**config.mk**
```make
export PLATFORM = sky130hd
export DESIGN_NAME = capture_timer
export DESIGN_NICKNAME = d
export VERILOG_FILES = /design/src/verilog/capture_pkg.sv /design/src/verilog/capture_fifo_mem.sv /design/src/verilog/capture_edge.sv /design/src/verilog/capture_timer.sv
export SDC_FILE = /design/constraint.sdc
export NUM_CORES = 1
export LEC_CHECK = 0
export BUFFER_PORTS_ARGS = -buffer_cell sky130_fd_sc_hd__buf_2
export CORE_ASPECT_RATIO = 1.25
export CORE_UTILIZATION = 56
export DETAILED_ROUTE_END_ITERATION = 6
export MAX_ROUTING_LAYER = met4
export PLACE_DENSITY = 0.92
export SKIP_LAST_GASP = 1
export SLEW_MARGIN = 20
export SYNTH_ARGS = -nofsm -noshare
export SYNTH_HDL_FRONTEND = slang
export SYNTH_SLANG_ARGS = --single-unit
export TNS_END_PERCENT = 100
```
**constraint.sdc**
```tcl
create_clock -name core_clk -period 2.94 [get_ports core_clk]
set_input_delay 0.294 -clock core_clk [delete_from_list [all_inputs] [get_ports core_clk]]
set_output_delay 0.294 -clock core_clk [all_outputs]
set_load 0.01 [all_outputs]
```
**src/verilog/capture_pkg.sv**
```systemverilog
// Behaviour
// - Free-running counter wraps from top to zero.
// - Each capture pushes present counter value unless FIFO full and not read.
// - Sync mode: sync event clears the counter.
// - Trigger mode: counter held until trigger.
// - Source zero and no trigger: free-running.
// - Source zero with trigger: software sets status.
// - Cascade: odd low word, wrap bumps even.
// - Falling, rising, both, 4th, 16th rising edges.
// - Interrupt on every or several captures.
// - Captured values kept in four-deep FIFO.
// - Not-empty flag follows unread FIFO contents.
// - Cascaded even module follows the odd one.
// - Odd module settings govern the pair.
// - Cascaded sync pair held until sync arrives.
// - Odd buffer low word, even buffer high.
// - Six time bases, thirty sync sources.
// - Capture-mode field encodes eight settings.
// - Captures per interrupt 1..4, ignored both-edge.
// - Read-only overflow flag reports lost capture.
package capture_pkg;

  // ----------------------------------------------------------------
  // Register map
  // ----------------------------------------------------------------
  localparam int        ADDR_W      = 12;
  localparam logic [11:0] ADDR_CON1 = 12'h000;
  localparam logic [11:0] ADDR_CON2 = 12'h004;
  localparam logic [11:0] ADDR_BUF  = 12'h008;
  localparam logic [11:0] ADDR_CNT  = 12'h00c;

  // ----------------------------------------------------------------
  // Field positions
  // ----------------------------------------------------------------
  localparam int TSEL_LO = 10;
  localparam int ICI_LO  = 5;
  localparam int OV_BIT  = 4;
  localparam int BNE_BIT = 3;
  localparam int ICM_LO  = 0;
  localparam int CASCADE_ENABLE_BIT = 8;
  localparam int TRIG_BIT = 7;
  localparam int TSTAT_BIT = 6;
  localparam int SSEL_LO  = 0;

  // ----------------------------------------------------------------
  // Reset values and widths
  // ----------------------------------------------------------------
  localparam logic [4:0]  SSEL_RESET = 5'h0d;
  localparam logic [4:0]  SSEL_NONE  = 5'h00;
  localparam logic [2:0]  TSEL_RESET = 3'h0;
  localparam int          NUM_TB     = 6;
  localparam int          NUM_SYNC   = 30;
  localparam logic [15:0] CNT_TOP    = 16'hffff;
  localparam logic [15:0] CNT_ZERO   = 16'h0000;
  localparam logic [3:0]  PRE4_LAST  = 4'h3;
  localparam logic [3:0]  PRE16_LAST = 4'hf;

  // ----------------------------------------------------------------
  // Capture modes
  // ----------------------------------------------------------------
  typedef enum logic [2:0] {
    MODE_OFF    = 3'b000,
    MODE_BOTH   = 3'b001,
    MODE_FALL   = 3'b010,
    MODE_RISE   = 3'b011,
    MODE_RISE4  = 3'b100,
    MODE_RISE16 = 3'b101,
    MODE_UNUSED = 3'b110,
    MODE_WAKE   = 3'b111
  } capture_mode_t;

endpackage : capture_pkg

```
**src/verilog/capture_fifo_mem.sv**
```systemverilog
`timescale 1ns/1ps
module capture_fifo_mem #(
  parameter int WIDTH = 16,
  parameter int DEPTH = 4,
  parameter int AW    = 2
) (
  input  wire logic             core_clk,
  input  wire logic             rst,
  input  wire logic             wr_en,
  input  wire logic [AW-1:0]    wr_addr,
  input  wire logic [WIDTH-1:0] wr_data,
  input  wire logic [AW-1:0]    rd_addr,
  output logic      [WIDTH-1:0] rd_data_q
);

  logic [WIDTH-1:0] mem [DEPTH];

  // Storage write, no reset needed for data
  always_ff @(posedge core_clk) begin
    if (wr_en) begin
      mem[wr_addr] <= wr_data;
    end
  end

  // Registered read of the head entry
  always_ff @(posedge core_clk) begin
    if (rst) begin
      rd_data_q <= '0;
    end else begin
      rd_data_q <= mem[rd_addr];
    end
  end

endmodule : capture_fifo_mem

```
**src/verilog/capture_edge.sv**
```systemverilog
`timescale 1ns/1ps
module capture_edge
  import capture_pkg::*;
(
  input  wire logic       core_clk,
  input  wire logic       rst,
  input  wire logic       capture_input_pin,
  input  wire logic [2:0] mode,
  output logic            capture_pulse,
  output logic            wake_pulse
);

  logic       sync1_q;
  logic       sync2_q;
  logic       prev_q;
  logic [3:0] pre_q;
  logic [3:0] pre_d;

  // Two-stage synchroniser; only sync2 is examined
  always_ff @(posedge core_clk) begin
    if (rst) begin
      sync1_q <= 1'b0;
      sync2_q <= 1'b0;
      prev_q  <= 1'b0;
      pre_q   <= '0;
    end else begin
      sync1_q <= capture_input_pin;
      sync2_q <= sync1_q;
      prev_q  <= sync2_q;
      pre_q   <= pre_d;
    end
  end

  wire rise = sync2_q & ~prev_q;
  wire fall = ~sync2_q & prev_q;
  wire pre_mode = (mode == MODE_RISE4) || (mode == MODE_RISE16);
  wire [3:0] pre_last = (mode == MODE_RISE16) ? PRE16_LAST : PRE4_LAST;
  wire pre_hit = rise && (pre_q == pre_last);

  // Prescaler restarts whenever it is not in use
  assign pre_d = !pre_mode ? '0 : pre_hit ? '0 : rise ? pre_q + 4'h1 : pre_q;

  // Edge qualification per mode
  assign capture_pulse = (mode == MODE_BOTH && (rise || fall)) ||
                         (mode == MODE_FALL && fall) ||
                         (mode == MODE_RISE && rise) ||
                         (pre_mode && pre_hit);
  assign wake_pulse = (mode == MODE_WAKE) && rise;

endmodule : capture_edge

```
**src/verilog/capture_timer.sv**
```systemverilog
// Added by the designer: the APB slave port and the register addresses.
`timescale 1ns/1ps
module capture_timer
  import capture_pkg::*;
#(
  parameter bit IS_ODD = 1'b1,
  parameter int DEPTH  = 4,
  parameter int CNT_W  = 16
) (
  input  wire logic                core_clk,
  input  wire logic                rst,
  input  wire logic                psel,
  input  wire logic                penable,
  input  wire logic                pwrite,
  input  wire logic [ADDR_W-1:0]   paddr,
  input  wire logic [31:0]         pwdata,
  output logic      [31:0]         prdata_q,
  output logic                     pready_q,
  output logic                     pslverr_q,
  input  wire logic                capture_input_pin,
  input  wire logic [NUM_TB-1:0]   timebase_tick,
  input  wire logic [NUM_SYNC-1:0] sync_event,
  input  wire logic                casc_wrap_in,
  input  wire logic                casc_capture_in,
  input  wire logic                casc_clear_in,
  output logic                     casc_wrap_q,
  output logic                     casc_capture_q,
  output logic                     casc_clear_q,
  output logic                     capture_irq_q
);

  localparam int AW = $clog2(DEPTH);

  // ----------------------------------------------------------------
  // Decode helpers
  // ----------------------------------------------------------------
  function automatic logic tick_pick(input logic [2:0] sel, input logic [NUM_TB-1:0] t);
    logic r;
    r = 1'b0;
    case (sel)
      3'b000:  r = t[0];
      3'b001:  r = t[1];
      3'b010:  r = t[2];
      3'b011:  r = t[3];
      3'b100:  r = t[4];
      3'b111:  r = t[5];
      default: r = 1'b0;
    endcase
    return r;
  endfunction : tick_pick

  function automatic logic sync_pick(input logic [4:0] sel, input logic [NUM_SYNC-1:0] s);
    logic r;
    r = 1'b0;
    if (sel != SSEL_NONE && int'(sel) <= NUM_SYNC) begin
      r = s[int'(sel) - 1];
    end
    return r;
  endfunction : sync_pick

  // ----------------------------------------------------------------
  // Control state
  // ----------------------------------------------------------------
  logic [2:0]       tsel_q;
  logic [1:0]       ici_q;
  logic [2:0]       icm_q;
  logic             ov_q;
  logic             cascade_enable_q;
  logic             trig_q;
  logic             tstat_q;
  logic [4:0]       ssel_q;
  logic             armed_q;
  logic [CNT_W-1:0] cnt_q;
  logic [CNT_W-1:0] cnt_d;
  logic [1:0]       icnt_q;
  logic [1:0]       icnt_d;
  logic [AW:0]      wr_ptr_q;
  logic [AW:0]      rd_ptr_q;
  logic [CNT_W-1:0] head_data;
  logic [31:0]      rd_mux;
  logic             addr_ok;
  logic             local_cap;
  logic             fifo_empty;
  logic             wake_ev;

  // ----------------------------------------------------------------
  // APB decode; one wait state on every access
  // ----------------------------------------------------------------
  wire access   = psel && penable;
  wire first    = access && !pready_q;
  wire done     = access && pready_q;
  wire wr_con1  = done && pwrite && (paddr == ADDR_CON1);
  wire wr_con2  = done && pwrite && (paddr == ADDR_CON2);
  wire rd_buf   = done && !pwrite && (paddr == ADDR_BUF);

  // Read mux and address check
  always_comb begin
    rd_mux  = '0;
    addr_ok = 1'b1;
    if (paddr == ADDR_CON1) begin
      rd_mux[TSEL_LO+2:TSEL_LO] = tsel_q;
      rd_mux[ICI_LO+1:ICI_LO]   = ici_q;
      rd_mux[OV_BIT]            = ov_q;
      rd_mux[BNE_BIT]           = !fifo_empty;
      rd_mux[ICM_LO+2:ICM_LO]   = icm_q;
    end else if (paddr == ADDR_CON2) begin
      rd_mux[CASCADE_ENABLE_BIT]          = cascade_enable_q;
      rd_mux[TRIG_BIT]          = trig_q;
      rd_mux[TSTAT_BIT]         = tstat_q;
      rd_mux[SSEL_LO+4:SSEL_LO] = ssel_q;
    end else if (paddr == ADDR_BUF) begin
      rd_mux[CNT_W-1:0] = head_data;
    end else if (paddr == ADDR_CNT) begin
      rd_mux[CNT_W-1:0] = cnt_q;
    end else begin
      addr_ok = 1'b0;
    end
  end

  // Bus answer registers
  always_ff @(posedge core_clk) begin
    if (rst) begin
      pready_q  <= 1'b0;
      prdata_q  <= '0;
      pslverr_q <= 1'b0;
    end else begin
      pready_q  <= first;
      prdata_q  <= first ? rd_mux : prdata_q;
      pslverr_q <= first && !addr_ok;
    end
  end

  // ----------------------------------------------------------------
  // Operating mode
  // ----------------------------------------------------------------
  // The even half of a pair ignores its own trigger/sync settings
  wire slave     = cascade_enable_q && !IS_ODD;
  wire tick      = tick_pick(tsel_q, timebase_tick);
  wire sync_ev   = sync_pick(ssel_q, sync_event);
  wire sync_mode = (ssel_q != SSEL_NONE) && !trig_q;
  wire held      = trig_q && !tstat_q;
  wire casc_wait = cascade_enable_q && sync_mode && !armed_q;
  wire own_clr   = held || (sync_mode && sync_ev) || casc_wait;
  wire clr       = slave ? casc_clear_in : own_clr;
  wire inc       = (slave ? casc_wrap_in : tick) && !clr;
  wire wrap      = inc && (cnt_q == CNT_TOP);

  // Counter next value
  assign cnt_d = clr ? CNT_ZERO : inc ? cnt_q + 16'h0001 : cnt_q;

  // Trigger, arm and counter state
  always_ff @(posedge core_clk) begin
    if (rst) begin
      cnt_q   <= CNT_ZERO;
      tstat_q <= 1'b0;
      armed_q <= 1'b0;
    end else begin
      cnt_q <= cnt_d;
      // Hardware set wins over a software write
      if (trig_q && (ssel_q != SSEL_NONE) && sync_ev) begin
        tstat_q <= 1'b1;
      end else if (wr_con2) begin
        tstat_q <= pwdata[TSTAT_BIT];
      end
      if (sync_ev) begin
        armed_q <= 1'b1;
      end else if (wr_con2) begin
        armed_q <= 1'b0;
      end
    end
  end

  // ----------------------------------------------------------------
  // Configuration registers
  // ----------------------------------------------------------------
  always_ff @(posedge core_clk) begin
    if (rst) begin
      tsel_q <= TSEL_RESET;
      ici_q  <= '0;
      icm_q  <= MODE_OFF;
      cascade_enable_q <= 1'b0;
      trig_q <= 1'b0;
      ssel_q <= SSEL_RESET;
    end else begin
      if (wr_con1) begin
        tsel_q <= pwdata[TSEL_LO+2:TSEL_LO];
        ici_q  <= pwdata[ICI_LO+1:ICI_LO];
        icm_q  <= pwdata[ICM_LO+2:ICM_LO];
      end
      if (wr_con2) begin
        cascade_enable_q <= pwdata[CASCADE_ENABLE_BIT];
        trig_q <= pwdata[TRIG_BIT];
        ssel_q <= pwdata[SSEL_LO+4:SSEL_LO];
      end
    end
  end

  // ----------------------------------------------------------------
  // Capture events
  // ----------------------------------------------------------------
  capture_edge u_edge (
    .core_clk          (core_clk),
    .rst               (rst),
    .capture_input_pin (capture_input_pin),
    .mode              (icm_q),
    .capture_pulse     (local_cap),
    .wake_pulse        (wake_ev)
  );

  // Held counter blocks captures; the even half captures with the odd one
  wire cap_ev = slave ? casc_capture_in : (local_cap && !held);

  // ----------------------------------------------------------------
  // FIFO pointers and storage
  // ----------------------------------------------------------------
  wire [AW:0] fill       = wr_ptr_q - rd_ptr_q;
  assign      fifo_empty = (fill == '0);
  wire        fifo_full  = (fill == (AW+1)'(DEPTH));
  wire        pop        = rd_buf && !fifo_empty;
  wire        push       = cap_ev && (!fifo_full || pop);
  wire        lost       = cap_ev && fifo_full && !pop;

  capture_fifo_mem #(
    .WIDTH (CNT_W),
    .DEPTH (DEPTH),
    .AW    (AW)
  ) u_mem (
    .core_clk  (core_clk),
    .rst       (rst),
    .wr_en     (push),
    .wr_addr   (wr_ptr_q[AW-1:0]),
    .wr_data   (cnt_q),
    .rd_addr   (rd_ptr_q[AW-1:0]),
    .rd_data_q (head_data)
  );

  // Pointers and overflow; a read in the same cycle makes room, so no overflow is set
  always_ff @(posedge core_clk) begin
    if (rst) begin
      wr_ptr_q <= '0;
      rd_ptr_q <= '0;
      ov_q     <= 1'b0;
    end else begin
      if (push) begin
        wr_ptr_q <= wr_ptr_q + 1'b1;
      end
      if (pop) begin
        rd_ptr_q <= rd_ptr_q + 1'b1;
      end
      if (lost) begin
        ov_q <= 1'b1;
      end else if (pop) begin
        ov_q <= 1'b0;
      end
    end
  end

  // ----------------------------------------------------------------
  // Interrupt pacing
  // ----------------------------------------------------------------
  // Both-edge mode interrupts on every capture and ignores the count
  wire every   = (icm_q == MODE_BOTH);
  wire cnt_hit = cap_ev && (every || icnt_q == ici_q);
  wire mode_on = (icm_q != MODE_OFF) && (icm_q != MODE_UNUSED);

  assign icnt_d = !mode_on ? '0 : cnt_hit ? '0 : cap_ev ? icnt_q + 2'h1 : icnt_q;

  // Interrupt and cascade outputs
  always_ff @(posedge core_clk) begin
    if (rst) begin
      icnt_q         <= '0;
      capture_irq_q  <= 1'b0;
      casc_wrap_q    <= 1'b0;
      casc_capture_q <= 1'b0;
      casc_clear_q   <= 1'b0;
    end else begin
      icnt_q         <= icnt_d;
      capture_irq_q  <= !slave && (cnt_hit || wake_ev);
      casc_wrap_q    <= wrap;
      casc_capture_q <= cap_ev;
      casc_clear_q   <= clr;
    end
  end

endmodule : capture_timer

```
# ---- Word level (Yosys, flattened, before mapping)
# Memories as Yosys holds them, arrays and structs flattened. A register that Yosys moved wholly into a read port is not among the register bits.
# Index checks and enable logic that the tools add are counted.
dict set report op_classes {
  magnitude_cmp 2
  add_sub_neg 7
  bitwise_logic 6
  eq_ne 19
  reduce_logical 64
  mux 28
}
# op count
set ops {}
lappend ops {{logical AND 1 bit} 32}
lappend ops {{two-way mux 16 bit} 2}
lappend ops {{== test 12 x 4 -> 1 bit, second input constant} 2}
lappend ops {{== test 3 bit, second input constant} 6}
lappend ops {{adder 16 x 1 -> 16 bit, second input constant} 1}
lappend ops {{== test 16 bit, second input constant} 1}
lappend ops {{two-way mux 1 bit} 16}
lappend ops {{two-way mux 7 bit} 2}
lappend ops {{== test 12 x 3 -> 1 bit, second input constant} 1}
lappend ops {{== test 3 x 2 -> 1 bit, second input constant} 4}
lappend ops {{logical NOT 12 bit} 1}
lappend ops {{two-way mux 3 bit} 4}
lappend ops {{logical NOT 1 bit} 11}
lappend ops {{logical OR 1 bit} 10}
lappend ops {{less-than comparator 6 x 7 -> 1 bit, second input constant} 1}
lappend ops {{adder 3 x 1 -> 3 bit, second input constant} 2}
lappend ops {{== test 3 x 1 -> 1 bit, second input constant} 2}
lappend ops {{logical NOT 3 bit} 2}
lappend ops {{case mux 1 bit (6 select lines)} 1}
lappend ops {{nonzero test 2 bit} 3}
lappend ops {{OR reduction 3 bit} 2}
lappend ops {{subtractor 5 x 1 -> 6 bit, second input constant} 1}
lappend ops {{binary-select mux 1 bit (select 5 bit)} 1}
lappend ops {{less-or-equal comparator 5 bit, second input constant} 1}
lappend ops {{other kinds (13)} 17}
dict set report word_totals {
  elab_cells 151
  out_inout_bits 38
  ff_bits 71
  input_bits 89
  mem_bits_rw 64
  mem_count 1
}
# name words word_bits read_ports rd_clocked_by_memory_dff wr line
set memory_table {}
lappend memory_table {u_mem.mem 4 16 1 1 1 capture_fifo_mem.sv:16} ;# logic [WIDTH-1:0] mem [DEPTH];

# ---- Longest topological paths before layout
dict set report logic_depth {
  depth_word 11
  mapped_depth 10
  mapped_depth_nobuf 7
}

# ---- Hierarchy
# Synthesis repeated with hierarchy kept, for this count alone.
dict set report unflattened {
  cells_unflattened 606
  hier_area_um2 6996.7
}
# mod n_inst area_each_um2 cells_each
set modules_own_cells {}
lappend modules_own_cells {capture_timer 1 3812.4 417}
lappend modules_own_cells {capture_fifo_mem 1 2778.9 143}
lappend modules_own_cells {capture_edge 1 405.4 46}

# ---- Worst setup path before layout
# OpenSTA, ideal clock, no wires.
dict set report synth_timing {
  kind {flip-flop to flip-flop}
  startpoint {register rd_ptr_q[1]}
  endpoint {memory u_mem.mem[0][0], enable pin}
  setup_slack_ps 241
  stages_incl_launch_ff 10
  arrival_time_ps 2325
  n_path_buf 2
  setup_ps 374
  period_less_slack_ps 2699
  path_cell_list {dfxtp_1 > clkbuf_1 > clkbuf_1 > inv_1 > ha_1 > nor2b_1 > xnor2_1 > o2111a_1 > nor3_1 > and2_1}
}
dict set report synth_via {
  elab_chain_cells 8
  elab_cells_between_ends 10
  cone_classes {add/sub: 1; eq/ne: 1; mux: 2; reduce/logical: 6}
}
# item line
set synth_rtl {}
lappend synth_rtl {{start: declaration} capture_timer.sv:78} ;# logic [AW:0] rd_ptr_q;
lappend synth_rtl {{start signal: assignment} capture_timer.sv:248} ;# rd_ptr_q <= rd_ptr_q + 1'b1;
lappend synth_rtl {{subtractor 3 bit *} capture_timer.sv:216} ;# wire [AW:0] fill = wr_ptr_q - rd_ptr_q;
lappend synth_rtl {{logical NOT 3 bit} capture_timer.sv:217} ;# assign fifo_empty = (fill == '0);
lappend synth_rtl {{logical NOT 1 bit} capture_timer.sv:219} ;# wire pop = rd_buf && !fifo_empty;
lappend synth_rtl {{logical AND 1 bit} capture_timer.sv:219}
lappend synth_rtl {{logical OR 1 bit *} capture_timer.sv:220} ;# wire push = cap_ev && (!fifo_full || pop);
lappend synth_rtl {{logical AND 1 bit *} capture_timer.sv:220}
lappend synth_rtl {{two-way mux 1 bit *} capture_fifo_mem.sv:20} ;# if (wr_en) begin
lappend synth_rtl {{two-way mux 1 bit (implied by the code) *} capture_fifo_mem.sv:21} ;# mem[wr_addr] <= wr_data;
lappend synth_rtl {{end: declaration} capture_fifo_mem.sv:16}
# Mark *: on every way between the ends. The rest lies on a longest branch, timed or not.

# ---- Worst setup path after layout
dict set report layout_timing {
  startpoint {register u_edge.prev_q}
  endpoint {memory u_mem.mem[1][2], enable pin}
}
dict set report layout_via {
  elab_chain_cells 11
  elab_cells_between_ends 16
  cone_classes {mux: 2; bitwise: 3; reduce/logical: 11}
}
# item line
set layout_rtl {}
lappend layout_rtl {{start: declaration} capture_edge.sv:15} ;# logic prev_q;
lappend layout_rtl {{start signal: assignment} capture_edge.sv:29} ;# prev_q <= sync2_q;
lappend layout_rtl {{NOT 1 bit *} capture_edge.sv:34} ;# wire rise = sync2_q & ~prev_q;
lappend layout_rtl {{AND 1 bit *} capture_edge.sv:34}
lappend layout_rtl {{via u_edge.rise} capture_edge.sv:34}
lappend layout_rtl {{logical OR 1 bit} capture_edge.sv:44} ;# assign capture_pulse = (mode == MODE_BOTH && (rise || fall)) ||
lappend layout_rtl {{logical AND 1 bit} capture_edge.sv:44}
lappend layout_rtl {{logical OR 1 bit} capture_edge.sv:44}
lappend layout_rtl {{logical OR 1 bit} capture_edge.sv:45} ;# (mode == MODE_FALL && fall) ||
lappend layout_rtl {{logical OR 1 bit *} capture_edge.sv:46} ;# (mode == MODE_RISE && rise) ||
lappend layout_rtl {{logical AND 1 bit *} capture_timer.sv:211} ;# wire cap_ev = slave ? casc_capture_in : (local_cap && !held);
lappend layout_rtl {{logical AND 1 bit *} capture_timer.sv:220}
lappend layout_rtl {{two-way mux 1 bit *} capture_fifo_mem.sv:20}
lappend layout_rtl {{two-way mux 1 bit (implied by the code) *} capture_fifo_mem.sv:21}
# Mark *: on every way through the listed nets, which the timed path passes. The rest lies on a longest branch.

==> flow_summary_export.csv <==
group,metric,value,unit
final_layout,multi_input_area,2910,um^2
clock_tree,cts_setup_buffers,0,
detailed_routing,ant_nets,0,
critical_path,worst_setup_path_end_kind,"flip-flop",
die,pin_count,127,
clock_tree,cts_buffer_depth,2,
timing,skew,0.00652,ns
logic_synthesis,synth_cell_types,58,
critical_path,crit_arrival,2.69,ns
logic_synthesis,synth-edff-count,64,
detailed_routing,vias,5080,
pwr,p_leak,0.00302,uW
grt,grt_pass1_vias,5168,
detailed_routing,drt_iter0_markers,429,
logic_synthesis,synth_seq_cells,151,
final_layout,area_growth,16.1,%
detailed_routing,routedWlPerCell,20.6,um
detailed_routing,routed_wl,16700,um
timing,setup_viol,0,
clock_tree,root_buffer,"clkbuf_16",
clock_tree,clkSinkCount,151,
clock_tree,cts_tree,"yes",
pwr,peakVddDrop,0.389,mV
die,die-area,12700,um^2
grt,grt_antenna_before_repair,0,
timing,fin_tns_setup,0,ns
timing,tightest_slew,0.709,ns
final_layout,regArea,3660,um^2
clock_tree,hold_buffers,0,
logic_synthesis,synth_top_area_share,28.1,%
die,die_h,126,um
final_layout,fill_cells,751,
critical_path,critPathMaxFanout,16,
grt,grt_max_degree,35,
timing,rsz0062_at_grt,"no",
grt,grt_pass1_wl,26700,um
place,gp_congestion,0.846,
timing,relSlewSlack,52.6,%
final_layout,num-nets-final,741,
logic_synthesis,synth_area,6840,um^2
pwr,finalPower,4490,uW
hold_path,hold_class,"input port to flip-flop",
timing,final_hold_viol_count,0,
timing,period_needed,2.58,ns
logic_synthesis,synth_area_leaders,"edfxtp_1 28%, dfxtp_1 25%, mux4_2 9.9%",
logic_synthesis,yosysSeqAreaShare,53.6,%
clock_tree,h-tree-depth,4,
critical_path,setup.worst_path.class,"flip-flop to flip-flop",
detailed_routing,vias_per_cell,6.25,
clock_tree,path_clk_slew,0.06,ns
critical_path,startpoint_type,"flip-flop",
final_layout,diodes,0,
critical_path,required,3.05,ns
logic_synthesis,synthArstFlopShare,0,%
grt,overflow,0,
logic_synthesis,avgSynthCellArea,12.4,um^2
logic_synthesis,synth_ff_type,"dfxtp_1",
logic_synthesis,synth_common_cells,"87 x dfxtp_1, 64 x edfxtp_1, 35 x nor2_1",
die,start_util,58.1,%
pwr,pwr_density_cell,566,nW/um^2
logic_synthesis,yosysTopAreaCell,"edfxtp_1",
detailed_routing,dr.pass1.iters,7,
place,numPortBuffers,87,
die,core_area,11800,um^2
die,rows,44,
grt,track_usage,29.3,%
logic_synthesis,ys_warn_count,0,
timing,fmax,388,MHz
clock_tree,cts_made_buffers,17,
die,fp.dieW,101,um
final_layout,drive_gt1_share,27.3,%
clock_tree,clock_latency,0.43,ns
place,hpwl,10600,um
clock_tree,post_cts_resized,0,
logic_synthesis,yosysMostFrequentCell,"dfxtp_1",
outcome,status,"completed",
timing,final-max-slew-violation-count,0,
job,maxCapViolCount,0,
detailed_routing,remaining_drc_errors,0,
logic_synthesis,syn_inst,553,
timing,period_share,87.8,%
critical_path,r2r_setup_slack,0.36,ns
==> worst paths after layout <==
path	from	end	cells past startpoint
hold reg to reg	u_edge.sync1_q$_SDFF_PP0_	u_edge.sync2_q$_SDFF_PP0_	1
setup / recovery	u_edge.prev_q$_SDFF_PP0_	u_mem.mem[1][2]$_DFFE_PP_	8
setup reg to reg	u_edge.prev_q$_SDFF_PP0_	u_mem.mem[1][2]$_DFFE_PP_	8
hold / removal	pwdata[3]	ssel_q[3]$_SDFFE_PP1P_	3
==> layout by cell type, fill, tap and decap left out, types with 3 or more instances in the layout <==
| master | n |
|---|---|
| mux4_2 | 30 |
| nor3_1 | 22 |
| clkinv_4 | 3 |
| inv_6 | 3 |
| o22ai_1 | 4 |
| nor3b_1 | 4 |
| ha_1 | 13 |
| xor2_1 | 7 |
| a31oi_1 | 3 |
| a32o_1 | 3 |
| nor4b_1 | 5 |
| nand3_1 | 15 |
| buf_4 | 15 |
| nor2b_1 | 10 |
| a211oi_1 | 19 |
| a22oi_1 | 3 |
| nor2_1 | 35 |
| clkbuf_16 | 17 |
| conb_1 | 16 |
| edfxtp_1 | 64 |
| inv_1 | 11 |
| buf_2 | 87 |
| mux2i_1 | 28 |
| nand2_1 | 19 |
| a21oi_1 | 17 |
| xnor2_1 | 19 |
| o31ai_1 | 3 |
| dfxtp_1 | 87 |
| mux2_2 | 6 |
| and4_1 | 3 |
| clkinv_1 | 3 |
| and2_1 | 24 |
| nand2b_1 | 8 |
| nand4_1 | 8 |
==> layout make-up <==
type,instances,share of cell area [%]
clock buffers,18,5.40
inverters,11,0.520
clock inverters,14,1.89
repair buffers,102,6.90
well taps,161,2.54
multi-input cells,356,36.6
flip-flops and latches,151,46.1
==> power by group <==
part	total (uW)	internal [uW]	switching (uW)	leakage, uW
Clock	2150	1260	890	0.000276
Sequential	2180	2180	6.31	0.00134
Combinational	164	69.9	94.6	0.00140
==> stage by stage <==
| step | utilization [%] | instance area, um^2 | hold WS (ns) | std cells | setup slack, ns |
|---|---|---|---|---|---|
| 3_5_place_dp | 62.5 | 7360 | 0.442 | 781 | 0.181 |
| 4_1_cts | 67.4 | 7940 | 0.0806 | 813 | 0.452 |
| 6_report | 67.4 | 7940 | 0.0878 | 813 | 0.360 |
| 5_1_grt | 67.4 | 7940 | 0.0974 | 813 | 0.253 |
| 3_3_place_gp | 62.5 | 7360 | 0.437 | 781 | 0.434 |
| 2_1_floorplan | - | 6900 | 0.414 | 568 | 0.241 |
==> worst max-delay path, cell delays in order, from the launching register on <==
cell and delay [ns]:
dfxtp_1 0.32, inv_1 0.06, ha_1 0.29, nand2_1 0.16
a21o_1 0.23, o22a_1 0.32, nor3_1 0.37, and2_1 0.22
buf_4 0.29
==> cell families (layout without fill, tap and decap cells) <==
kind of cell | Yosys count | after routing | synth area share, %
AOI/OAI and AO/OA | 68 | 68 | 7.08
xor gates and xnor gates | 26 | 26 | 3.33
adders and majority gates | 13 | 13 | 2.38
buffers and inverters | 61 | 145 | 4.72
DFF | 151 | 151 | 53.6
muxes | 65 | 65 | 15.2
other | 1 | 16 | 0.0548
and+or+nand+nor | 168 | 168 | 13.7
==> state kept, by name (all words and copies together), names as in the netlist, 2 cells and up <==
register and cells:
icnt_q 2, cnt_q 16, u_edge.pre_q 4, wr_ptr_q 3, icm_q 3, tsel_q 3
rd_ptr_q 3, u_mem.rd_data_q 16, ici_q 2, u_mem.mem 64, ssel_q 5, prdata_q 16
==> layer usage <==
| layer | wire length, um | share of wire, % | up-vias | global-route usage [%] |
|---|---|---|---|---|
| li1 | - | - | 2201 | - |
| met1 | 5910 | 35 | 2497 | 31.8 |
| met2 | 8880 | 53 | 303 | 48.7 |
| met3 | 1150 | 6.9 | 79 | 6.37 |
| met4 | 788 | 4.7 | 0 | 17.3 |
| met5 | 0 | 0 | - | - |
Note: power is estimated with default switching activity, not from simulation.
